`src/design/qdr_defs.svh`:
```
/*
  Frame field positions, command codes and reset values for the quad DAC
  register decode. Assumes a 24-bit frame with the read flag in the top bit.
*/
`ifndef QDR_DEFS_SVH
`define QDR_DEFS_SVH

// frame layout
`define QDR_FRAME_W     24
`define QDR_DATA_W      16
`define QDR_RW_BIT      23
`define QDR_REG_MSB     21
`define QDR_REG_LSB     19
`define QDR_CH_MSB      18
`define QDR_CH_LSB      16

// register select codes
`define QDR_REG_FUNC    3'h0
`define QDR_REG_DATA    3'h2
`define QDR_REG_RANGE   3'h3
`define QDR_REG_GAIN    3'h4
`define QDR_REG_OFFSET  3'h5

// function commands carried in channel select
`define QDR_FN_NOP      3'h0
`define QDR_FN_CTRL     3'h1
`define QDR_FN_CLEAR    3'h4
`define QDR_FN_LOAD     3'h5
`define QDR_CH_ALL      3'h4

// control word bit positions
`define QDR_CTRL_GND    5
`define QDR_CTRL_D1DIR  4
`define QDR_CTRL_D1VAL  3
`define QDR_CTRL_D0DIR  2
`define QDR_CTRL_D0VAL  1
`define QDR_CTRL_SDODIS 0
`define QDR_CTRL_W      6

// per-channel field widths
`define QDR_RANGE_W     2
`define QDR_GAIN_W      6
`define QDR_OFFSET_W    8
`define QDR_SHIFT_W     7
`define QDR_RANGE_RSVD  2'h3

// reset and clear values
`define QDR_CODE_RST    16'h0000
`define QDR_CLEAR_CODE  16'h0000
`define QDR_RANGE_RST   2'h0
`define QDR_GAIN_RST    6'h00
`define QDR_OFFSET_RST  8'h00
`define QDR_SHIFT_RST   7'h00
`define QDR_BIT_RST     1'h0
`define QDR_WORD_ZERO   16'h0000

`endif

```
`src/design/qdr_pkg.sv`:
```
/*
  Types for the quad DAC register decode.
  Assumes qdr_defs.svh is on the include path.
*/
`include "qdr_defs.svh"

package qdr_pkg;

    typedef enum logic [2:0]
    {
        QDR_SEL_FUNC   = `QDR_REG_FUNC,
        QDR_SEL_DATA   = `QDR_REG_DATA,
        QDR_SEL_RANGE  = `QDR_REG_RANGE,
        QDR_SEL_GAIN   = `QDR_REG_GAIN,
        QDR_SEL_OFFSET = `QDR_REG_OFFSET
    } qdr_reg_type;

endpackage : qdr_pkg

```
`src/design/qdr_channel.sv`:
```
/*
  One DAC channel's register set: stored code, active code, range,
  fine gain trim and offset trim, plus the full-scale shifts the gain
  trim implies. Assumes the decoder gives one-cycle write, load, clear.
*/
`timescale 1ns/100ps
`include "qdr_defs.svh"

module qdr_channel
    import qdr_pkg::*;
(
    // clock and reset
    input  wire logic                     clk,
    input  wire logic                     rst_n,
    // write strobe and data
    input  wire logic                     wr_en,
    input  wire logic [2:0]               wr_sel,
    input  wire logic [`QDR_DATA_W-1:0]   wr_data,
    input  wire logic                     load,
    input  wire logic                     clear,
    // register contents
    output logic      [`QDR_DATA_W-1:0]   in_code,
    output logic      [`QDR_DATA_W-1:0]   active_code,
    output logic      [`QDR_RANGE_W-1:0]  range_code,
    output logic      [`QDR_GAIN_W-1:0]   gain_trim,
    output logic      [`QDR_OFFSET_W-1:0] offset_trim,
    output logic      [`QDR_SHIFT_W-1:0]  pos_fs_shift,
    output logic      [`QDR_SHIFT_W-1:0]  neg_fs_shift
);

    logic [`QDR_DATA_W-1:0]   next_in_code;
    logic [`QDR_DATA_W-1:0]   next_active_code;
    logic [`QDR_RANGE_W-1:0]  next_range_code;
    logic [`QDR_GAIN_W-1:0]   next_gain_trim;
    logic [`QDR_OFFSET_W-1:0] next_offset_trim;
    logic [`QDR_SHIFT_W-1:0]  next_pos_fs_shift;
    logic [`QDR_SHIFT_W-1:0]  next_neg_fs_shift;

    always_comb
    begin
        next_in_code     = in_code;
        next_active_code = active_code;
        next_range_code  = range_code;
        next_gain_trim   = gain_trim;
        next_offset_trim = offset_trim;
        if (wr_en)
        begin
            unique case (wr_sel)
                `QDR_REG_DATA:   next_in_code = wr_data;
                `QDR_REG_RANGE:
                    // code 11 has no range, so it is dropped
                    if (wr_data[`QDR_RANGE_W-1:0] != `QDR_RANGE_RSVD)
                        next_range_code = wr_data[`QDR_RANGE_W-1:0];
                `QDR_REG_GAIN:   next_gain_trim = wr_data[`QDR_GAIN_W-1:0];
                `QDR_REG_OFFSET: next_offset_trim = wr_data[`QDR_OFFSET_W-1:0];
                default:         next_in_code = in_code;
            endcase
        end
        // zero code is 0 V in twos complement and -FS in offset binary
        if (clear)
            next_active_code = `QDR_CLEAR_CODE;
        else if (load)
            next_active_code = in_code;
        // half-step units: the two end points move apart or together
        next_pos_fs_shift = {next_gain_trim[`QDR_GAIN_W-1], next_gain_trim};
        next_neg_fs_shift = `QDR_SHIFT_RST - {next_gain_trim[`QDR_GAIN_W-1], next_gain_trim};
    end

    always_ff @(posedge clk or negedge rst_n)
    begin
        if (!rst_n)
        begin
            in_code      <= `QDR_CODE_RST;
            active_code  <= `QDR_CODE_RST;
            range_code   <= `QDR_RANGE_RST;
            gain_trim    <= `QDR_GAIN_RST;
            offset_trim  <= `QDR_OFFSET_RST;
            pos_fs_shift <= `QDR_SHIFT_RST;
            neg_fs_shift <= `QDR_SHIFT_RST;
        end
        else
        begin
            in_code      <= next_in_code;
            active_code  <= next_active_code;
            range_code   <= next_range_code;
            gain_trim    <= next_gain_trim;
            offset_trim  <= next_offset_trim;
            pos_fs_shift <= next_pos_fs_shift;
            neg_fs_shift <= next_neg_fs_shift;
        end
    end

endmodule : qdr_channel

```
`src/design/qdr_decode.sv`:
```
/*
  Register decode for a quad 16-bit bipolar DAC: routes 24-bit frames to
  the function register and the four channel register sets, and answers
  read frames. Assumes a frame deserialiser on the same clock presents
  whole frames with a one-cycle strobe; aux pins arrive unsynchronised.
*/
// Notes on behaviour
// - register select 000 makes the frame a function command chosen by channel select
// - function 000 is a no-op changing nothing; host sends it as readback filler
// - control bit 5 enables local ground offset adjust; disabled after reset
// - control bits 4 and 2 set aux pin 1 and 0 direction; input by default
// - bits 3 and 1 drive aux pins when outputs; inputs read back pin level
// - control bit 0 disables serial data output; bits 15 to 6 are ignored
// - function 100 clears all channel outputs to zero code; data ignored
// - function 101 loads stored codes into active registers; data ignored
// - register select 010 stores the 16-bit output code of the selected channel
// - register select 011 writes the 2-bit range code from bits 1 and 0
// - register select 100 writes a 6-bit twos complement gain trim
// - each gain step moves both full-scale points half a step, opposite sense
// - register select 101 writes an 8-bit twos complement offset trim
// - channel select picks one of four channel sets or all of them
// - read flag chooses between writing a register and reading it back
// - register select and channel select together choose the target register
`timescale 1ns/100ps
`include "qdr_defs.svh"

module qdr_decode
    import qdr_pkg::*;
#(
    parameter int NUM_CH = 4
)
(
    // clock and reset
    input  wire logic                             clk,
    input  wire logic                             rst_n,
    // frame from the deserialiser
    input  wire logic                             frame_valid,
    input  wire logic [`QDR_FRAME_W-1:0]          frame_word,
    // readback toward the serial output
    output logic                                  rd_valid,
    output logic      [`QDR_DATA_W-1:0]           rd_word,
    output logic                                  sdo_enable,
    // auxiliary pins
    input  wire logic [1:0]                       aux_pin_in,
    output logic      [1:0]                       aux_pin_out,
    output logic      [1:0]                       aux_pin_oe_n,
    // analog control
    output logic                                  gnd_adjust_en,
    output logic      [NUM_CH*`QDR_DATA_W-1:0]    active_code,
    output logic      [NUM_CH*`QDR_RANGE_W-1:0]   range_code,
    output logic      [NUM_CH*`QDR_GAIN_W-1:0]    gain_trim,
    output logic      [NUM_CH*`QDR_OFFSET_W-1:0]  offset_trim,
    output logic      [NUM_CH*`QDR_SHIFT_W-1:0]   pos_fs_shift,
    output logic      [NUM_CH*`QDR_SHIFT_W-1:0]   neg_fs_shift
);

    logic                    is_read;
    logic                    is_write;
    qdr_reg_type             reg_sel;
    logic [2:0]              ch_sel;
    logic [`QDR_DATA_W-1:0]  data;
    logic                    is_func;
    logic                    is_chan_reg;
    logic                    ch_single;
    logic [1:0]              ch_idx;
    logic                    fn_ctrl;
    logic                    fn_clear;
    logic                    fn_load;
    logic [NUM_CH-1:0]       ch_wr;
    logic [`QDR_DATA_W-1:0]  in_code [NUM_CH];
    logic [1:0]              aux_meta;
    logic [1:0]              aux_sync;
    logic [1:0]              aux_dir;
    logic [1:0]              aux_level;
    logic                    sdo_disable;
    logic [1:0]              next_aux_dir;
    logic [1:0]              next_aux_pin_out;
    logic                    next_gnd_adjust_en;
    logic                    next_sdo_disable;
    logic                    next_rd_valid;
    logic [`QDR_DATA_W-1:0]  next_rd_word;

    // frame fields
    always_comb
    begin
        is_read     = frame_valid && frame_word[`QDR_RW_BIT];
        is_write    = frame_valid && !frame_word[`QDR_RW_BIT];
        reg_sel     = qdr_reg_type'(frame_word[`QDR_REG_MSB:`QDR_REG_LSB]);
        ch_sel      = frame_word[`QDR_CH_MSB:`QDR_CH_LSB];
        data        = frame_word[`QDR_DATA_W-1:0];
        is_func     = reg_sel == QDR_SEL_FUNC;
        is_chan_reg = reg_sel == QDR_SEL_DATA || reg_sel == QDR_SEL_RANGE
                      || reg_sel == QDR_SEL_GAIN || reg_sel == QDR_SEL_OFFSET;
        ch_single   = ch_sel < `QDR_CH_ALL;
        ch_idx      = ch_sel[1:0];
        // nop and unlisted codes fall through with no strobe
        fn_ctrl     = is_write && is_func && ch_sel == `QDR_FN_CTRL;
        fn_clear    = is_write && is_func && ch_sel == `QDR_FN_CLEAR;
        fn_load     = is_write && is_func && ch_sel == `QDR_FN_LOAD;
    end

    // channel strobes: one channel or broadcast, 101-111 hit nothing
    always_comb
    begin
        for (int i = 0; i < NUM_CH; i++)
        begin
            ch_wr[i] = is_write && is_chan_reg
                       && ((ch_single && ch_idx == i[1:0]) || ch_sel == `QDR_CH_ALL);
        end
    end

    genvar g;
    generate
        for (g = 0; g < NUM_CH; g++)
        begin : gen_ch
            qdr_channel u_ch
            (
                .clk          (clk),
                .rst_n        (rst_n),
                .wr_en        (ch_wr[g]),
                .wr_sel       (reg_sel),
                .wr_data      (data),
                .load         (fn_load),
                .clear        (fn_clear),
                .in_code      (in_code[g]),
                .active_code  (active_code[g*`QDR_DATA_W +: `QDR_DATA_W]),
                .range_code   (range_code[g*`QDR_RANGE_W +: `QDR_RANGE_W]),
                .gain_trim    (gain_trim[g*`QDR_GAIN_W +: `QDR_GAIN_W]),
                .offset_trim  (offset_trim[g*`QDR_OFFSET_W +: `QDR_OFFSET_W]),
                .pos_fs_shift (pos_fs_shift[g*`QDR_SHIFT_W +: `QDR_SHIFT_W]),
                .neg_fs_shift (neg_fs_shift[g*`QDR_SHIFT_W +: `QDR_SHIFT_W])
            );
        end
    endgenerate

    // pin synchroniser; only the second stage is looked at
    always_ff @(posedge clk or negedge rst_n)
    begin
        if (!rst_n)
        begin
            aux_meta <= 2'h0;
            aux_sync <= 2'h0;
        end
        else
        begin
            aux_meta <= aux_pin_in;
            aux_sync <= aux_meta;
        end
    end

    // readable value bit: driven value for outputs, pin for inputs
    always_comb
    begin
        for (int i = 0; i < 2; i++)
        begin
            aux_level[i] = aux_dir[i] ? aux_pin_out[i] : aux_sync[i];
        end
    end

    // control word
    always_comb
    begin
        next_aux_dir       = aux_dir;
        next_aux_pin_out   = aux_pin_out;
        next_gnd_adjust_en = gnd_adjust_en;
        next_sdo_disable   = sdo_disable;
        if (fn_ctrl)
        begin
            // bits 15:6 carry nothing and are not looked at
            next_gnd_adjust_en = data[`QDR_CTRL_GND];
            next_aux_dir[1]    = data[`QDR_CTRL_D1DIR];
            next_aux_dir[0]    = data[`QDR_CTRL_D0DIR];
            next_sdo_disable   = data[`QDR_CTRL_SDODIS];
            // a value bit only counts where the same frame makes an output
            if (data[`QDR_CTRL_D1DIR])
                next_aux_pin_out[1] = data[`QDR_CTRL_D1VAL];
            if (data[`QDR_CTRL_D0DIR])
                next_aux_pin_out[0] = data[`QDR_CTRL_D0VAL];
        end
    end

    // readback word for the addressed register
    always_comb
    begin
        next_rd_valid = is_read;
        next_rd_word  = `QDR_WORD_ZERO;
        if (is_read && is_func && ch_sel == `QDR_FN_CTRL)
        begin
            next_rd_word[`QDR_CTRL_GND]    = gnd_adjust_en;
            next_rd_word[`QDR_CTRL_D1DIR]  = aux_dir[1];
            next_rd_word[`QDR_CTRL_D1VAL]  = aux_level[1];
            next_rd_word[`QDR_CTRL_D0DIR]  = aux_dir[0];
            next_rd_word[`QDR_CTRL_D0VAL]  = aux_level[0];
            next_rd_word[`QDR_CTRL_SDODIS] = sdo_disable;
        end
        else if (is_read && ch_single)
        begin
            // broadcast select has no single register to return
            unique case (reg_sel)
                QDR_SEL_DATA:
                    next_rd_word = in_code[ch_idx];
                QDR_SEL_RANGE:
                    next_rd_word[`QDR_RANGE_W-1:0] = range_code[ch_idx*`QDR_RANGE_W +: `QDR_RANGE_W];
                QDR_SEL_GAIN:
                    next_rd_word[`QDR_GAIN_W-1:0] = gain_trim[ch_idx*`QDR_GAIN_W +: `QDR_GAIN_W];
                QDR_SEL_OFFSET:
                    next_rd_word[`QDR_OFFSET_W-1:0] = offset_trim[ch_idx*`QDR_OFFSET_W +: `QDR_OFFSET_W];
                default:
                    next_rd_word = `QDR_WORD_ZERO;
            endcase
        end
    end

    always_ff @(posedge clk or negedge rst_n)
    begin
        if (!rst_n)
        begin
            aux_dir       <= 2'h0;
            aux_pin_out   <= 2'h0;
            aux_pin_oe_n  <= 2'h3;
            gnd_adjust_en <= `QDR_BIT_RST;
            sdo_disable   <= `QDR_BIT_RST;
            sdo_enable    <= 1'h1;
            rd_valid      <= `QDR_BIT_RST;
            rd_word       <= `QDR_WORD_ZERO;
        end
        else
        begin
            aux_dir       <= next_aux_dir;
            aux_pin_out   <= next_aux_pin_out;
            aux_pin_oe_n  <= ~next_aux_dir;
            gnd_adjust_en <= next_gnd_adjust_en;
            sdo_disable   <= next_sdo_disable;
            sdo_enable    <= !next_sdo_disable;
            rd_valid      <= next_rd_valid;
            rd_word       <= next_rd_word;
        end
    end
endmodule : qdr_decode

```
`config.mk`:
```
export PLATFORM = sky130hd
export DESIGN_NAME = qdr_decode
export DESIGN_NICKNAME = d
export VERILOG_FILES = /design/src/design/qdr_pkg.sv /design/src/design/qdr_channel.sv /design/src/design/qdr_decode.sv
export VERILOG_INCLUDE_DIRS = /design/src /design/src/design
export SDC_FILE = /design/constraint.sdc
export NUM_CORES = 1
export LEC_CHECK = 0
export BUFFER_PORTS_ARGS = -buffer_cell sky130_fd_sc_hd__buf_2
export CELL_PAD_IN_SITES_DETAIL_PLACEMENT = 2
export CELL_PAD_IN_SITES_GLOBAL_PLACEMENT = 2
export CORE_UTILIZATION = 39
export CTS_CLUSTER_DIAMETER = 50
export DETAILED_ROUTE_END_ITERATION = 8
export PLACE_DENSITY = 0.82
export SYNTH_ARGS = -nofsm -noshare
export SYNTH_HDL_FRONTEND = slang
export SYNTH_SLANG_ARGS = --single-unit
```
`constraint.sdc`:
```
create_clock -name clk -period 2.6 [get_ports clk]
set_input_delay 0.39 -clock clk [delete_from_list [all_inputs] [get_ports clk]]
set_output_delay 0.39 -clock clk [all_outputs]
set_load 0.02 [all_outputs]
```
==> impl_metrics.csv <==
group,metric,value,unit
finish,post_layout_nonfiller_instances,1522,
synth,synth.avg_cell_area,12.2,um^2
synth,async_reset_ff_share,100,%
finish,layout.cells.most_common_list,"dfrtp_1 (243), buf_2 (232), nand2_1 (159), mux2_2 (121), o21ai_0 (74)",
placed_design,place.detailed.instances,1455,
placed_design,dpl_worst_slack,-0.302,ns
clock_network,tritoncts,"done",
sta,setup_slack,0.0332,ns
clock_network,clkLatencyLatePin,0.52,ns
clock_network,clock_sinks,246,
sta,worstMarginPinSlew,0.712,ns
sta,final_max_slew_viol_count,0,
sta,rsz0062_at_grt,"false",
drt,drt-total-wl,43.7,mm
placed_design,buffer_ports.inserted,234,
power_and_ir_drop,switching_power,3.32,mW
die,coreArea,0.0271,mm^2
synth,mappedNetlistNets,925,
drt,violation_count_after_the_first_detailed_routing_iteration,559,
sta,hold_vio_cnt_final,0,
global_route,grt_usage,31.5,%
power_and_ir_drop,power.density_cell_area,815,mW/mm^2
global_route,grt_antenna_before_repair,3,
power_and_ir_drop,power_switching_share,29.6,%
finish,layout_commonest_cell,"dfrtp_1",
drt,vias_after_detailed_routing,8521,
placed_design,post-dp-hpwl,26.7,mm
synth,yosys_warnings,0,
worst_hold_path,hold_class,"in2reg",
sta,fin_tns_setup,0,ns
synth,synthDistinctLibCells,48,
worst_setup_path,ff2ff_setup_slack,0.68,ns
worst_hold_path,worst_hold_startpoint,"frame_word[12]",
worst_setup_path,critical_path.endpoint_type,"register",
die,chipHeight,169,um
sta,worst_slew_margin_rel,52.5,%
synth,synth_cells,892,
drt,ant_nets,0,
die,floorplan.die.width,169,um
die,die_area,0.0285,mm^2
power_and_ir_drop,combinationalPowerShare,15.9,%
die,initial_standard_cell_utilization_of_the_core,40.1,%
finish,num-fill-cells,2636,
synth,ys_ff_latch,246,
power_and_ir_drop,power.sequential.fraction,40.1,%
worst_setup_path,timing.rr.end,"rd_word[0]",
drt,drc,0,
sta,finalWorstPathRequiredPeriod,2.57,ns
worst_setup_path,worst_ep_arrival_time,2.96,ns
clock_network,cts_buffers,35,
drt,avgViaCountPerCell,5.60,
drt,pre_antenna_drt_iters,5,
power_and_ir_drop,ir_worst_vdd,0.431,mV
flow_run,timing.max_cap.violations,0,
global_route,grt_max_degree,129,
global_route,first_pass_grt_wire_length,66.0,mm
worst_setup_path,cp_data_required_time,2.99,ns
global_route,grt.overflow.total,0,
global_route,first_global_vias,9789,
drt,route.detailed.wl_per_inst,28.7,um
power_and_ir_drop,power.static_leakage,7.09,nW
die,row_count,60,
power_and_ir_drop,clockPowerShare,44.0,%
worst_hold_path,hold_depth,2,
synth,synth_edf_count,0,
finish,drive_above_1_share,43.8,%
placed_design,gp_routability_congestion,0.811,
clock_network,cts_max_path_buffers,3,
sta,fin_crit_sh,98.7,%
worst_setup_path,regToRegStartpoint,"gen_ch[0].u_ch.in_code[0]",
synth,ys_seq_area_share,56.7,%
worst_hold_path,min_to,"gen_ch[0].u_ch.in_code[12]",
sta,setup_viol_count_final,0,
worst_setup_path,timing.reg2reg.worst_path_depth,4,
synth,synth_flop_cell,"dfrtp_1",
worst_setup_path,path_class,"in2reg",
finish,area_growth,26.6,%
power_and_ir_drop,internal-power,7.90,mW
finish,layout.nets,1156,
sta,final.setup_skew,0.0168,ns
worst_setup_path,critical_path.max_fanout,3,
outcome,result_of_the_run,"finished clean",
clock_network,cts-htree-levels,2,
die,pin_count,236,
clock_network,clock_tree.root_cell,"clkbuf_16",
worst_setup_path,start_kind,"primary input",
sta,achievable-frequency,390,MHz
clock_network,path_clk_slew,0.06,ns
synth,mappedNetlistArea,0.0109,mm^2
critical path, cell delays in order:
cell     delay, ns
buf_2         0.13
inv_4         0.06
ha_4          0.19
or3b_1        0.40
or4_1         0.63
mux2i_1       0.31
ha_2          0.25
nand2_2       0.07
or3b_4        0.38
o311a_1       0.13
what timing repair did:
item                                   in CTS  in global routing
endpoints found under the hold margin      75                  0
hold buffers                                3                  0
buffers inserted                            0                  0
setup endpoints to repair                   1                  2
resized for setup                           1                  2
cells in the mapped netlist (4+ instances only):
master | count | share of area, %
a21oi_1 | 6 | 0.28
a22o_1 | 4 | 0.32
a22oi_1 | 8 | 0.55
and3_1 | 9 | 0.52
buf_1 | 4 | 0.14
buf_2 | 13 | 0.60
buf_4 | 32 | 2.2
clkbuf_1 | 37 | 1.3
dfrtp_1 | 243 | 56
ha_1 | 4 | 0.46
inv_1 | 13 | 0.45
mux2_2 | 121 | 13
mux2i_1 | 22 | 2.0
mux4_2 | 28 | 5.8
nand2_1 | 161 | 5.6
nor2_1 | 21 | 0.73
nor2b_1 | 4 | 0.23
nor3_1 | 10 | 0.46
nor3b_1 | 5 | 0.35
o21ai_0 | 74 | 3.4
o221ai_1 | 4 | 0.32
xnor2_1 | 22 | 1.8
layout make-up:
cell class	instances	area [um^2]	share of cell area, %
sequential	246	6160	44.8
multi-input combinational	545	4220	30.7
timing repair buffer	282	1650	12.0
clock buffer	51	1060	7.70
tap	372	465	3.38
clock inverter	12	143	1.04
inverter	13	51.3	0.373
antenna	1	2.50	0.0182
worst max path at each step:
stage | slack [ns] | startpoint | end
5_1_grt | 0.02 | frame_word[20] | gen_ch[0].u_ch.neg_fs_shift[6]
2_1_floorplan | -0.32 | frame_word[21] | gen_ch[2].u_ch.neg_fs_shift[6]
4_1_cts | 0.07 | frame_word[20] | gen_ch[2].u_ch.neg_fs_shift[6]
6_report | 0.03 | frame_word[20] | gen_ch[2].u_ch.neg_fs_shift[6]
3_3_place_gp | -0.23 | frame_word[20] | gen_ch[2].u_ch.neg_fs_shift[6]
3_5_place_dp | -0.30 | frame_word[20] | gen_ch[2].u_ch.neg_fs_shift[6]
metrics by stage:
| stage | area, um^2 | utilization (%) | total power, mW | hold slack [ns] |
|---|---|---|---|---|
| after floorplan | 10900 | - | 5.49 | 0.0944 |
| after global placement | 12500 | 46.1 | 6.11 | 0.335 |
| after detailed placement | 12500 | 46.1 | 6.23 | 0.338 |
| after CTS | 13700 | 50.7 | 11.3 | 0.162 |
| after global routing | 13800 | 50.7 | 11.6 | 0.170 |
| final | 13800 | 50.7 | 11.2 | 0.175 |
sequential cells by signal, indices dropped and copies added (netlist names):
signal and count:
gen_ch.u_ch.active_code 64, gen_ch.u_ch.in_code 64, gen_ch.u_ch.offset_trim 32, gen_ch.u_ch.gain_trim 24, gen_ch.u_ch.neg_fs_shift 24, rd_word 16
gen_ch.u_ch.range_code 8, aux_dir 2, aux_meta 2, aux_pin_oe_n 2, aux_pin_out 2, aux_sync 2
gnd_adjust_en 1, rd_valid 1, sdo_disable 1, sdo_enable 1
kinds of logic after synthesis:
| family | share of synthesized area, % |
|---|---|
| DFF | 56.7 |
| and+or+nand+nor | 9.51 |
| muxes | 20.5 |
| AOI/OAI and AO/OA | 5.91 |
| buffers and inverters | 4.88 |
| xor gates and xnor gates | 2.02 |
| adders and majority gates | 0.461 |
power by group through the flow:
stage | Sequential (mW) | Combinational (mW) | Clock (mW)
floorplan | 4.72 | 0.768 | 0
global placement | 4.50 | 1.61 | 0
detailed placement | 4.52 | 1.71 | 0
CTS | 4.49 | 1.79 | 5.02
global route | 4.53 | 1.88 | 5.17
finish | 4.49 | 1.78 | 4.94
routing by layer:
metal	share of wire, %	global-route usage [%]	up-vias
met2	49	51.2	349
met3	6.7	7.90	106
li1	-	-	3541
met5	0.062	0	-
met4	3.7	12.8	4
met1	41	40.3	4521
Note: power is estimated with default switching activity, not from simulation.
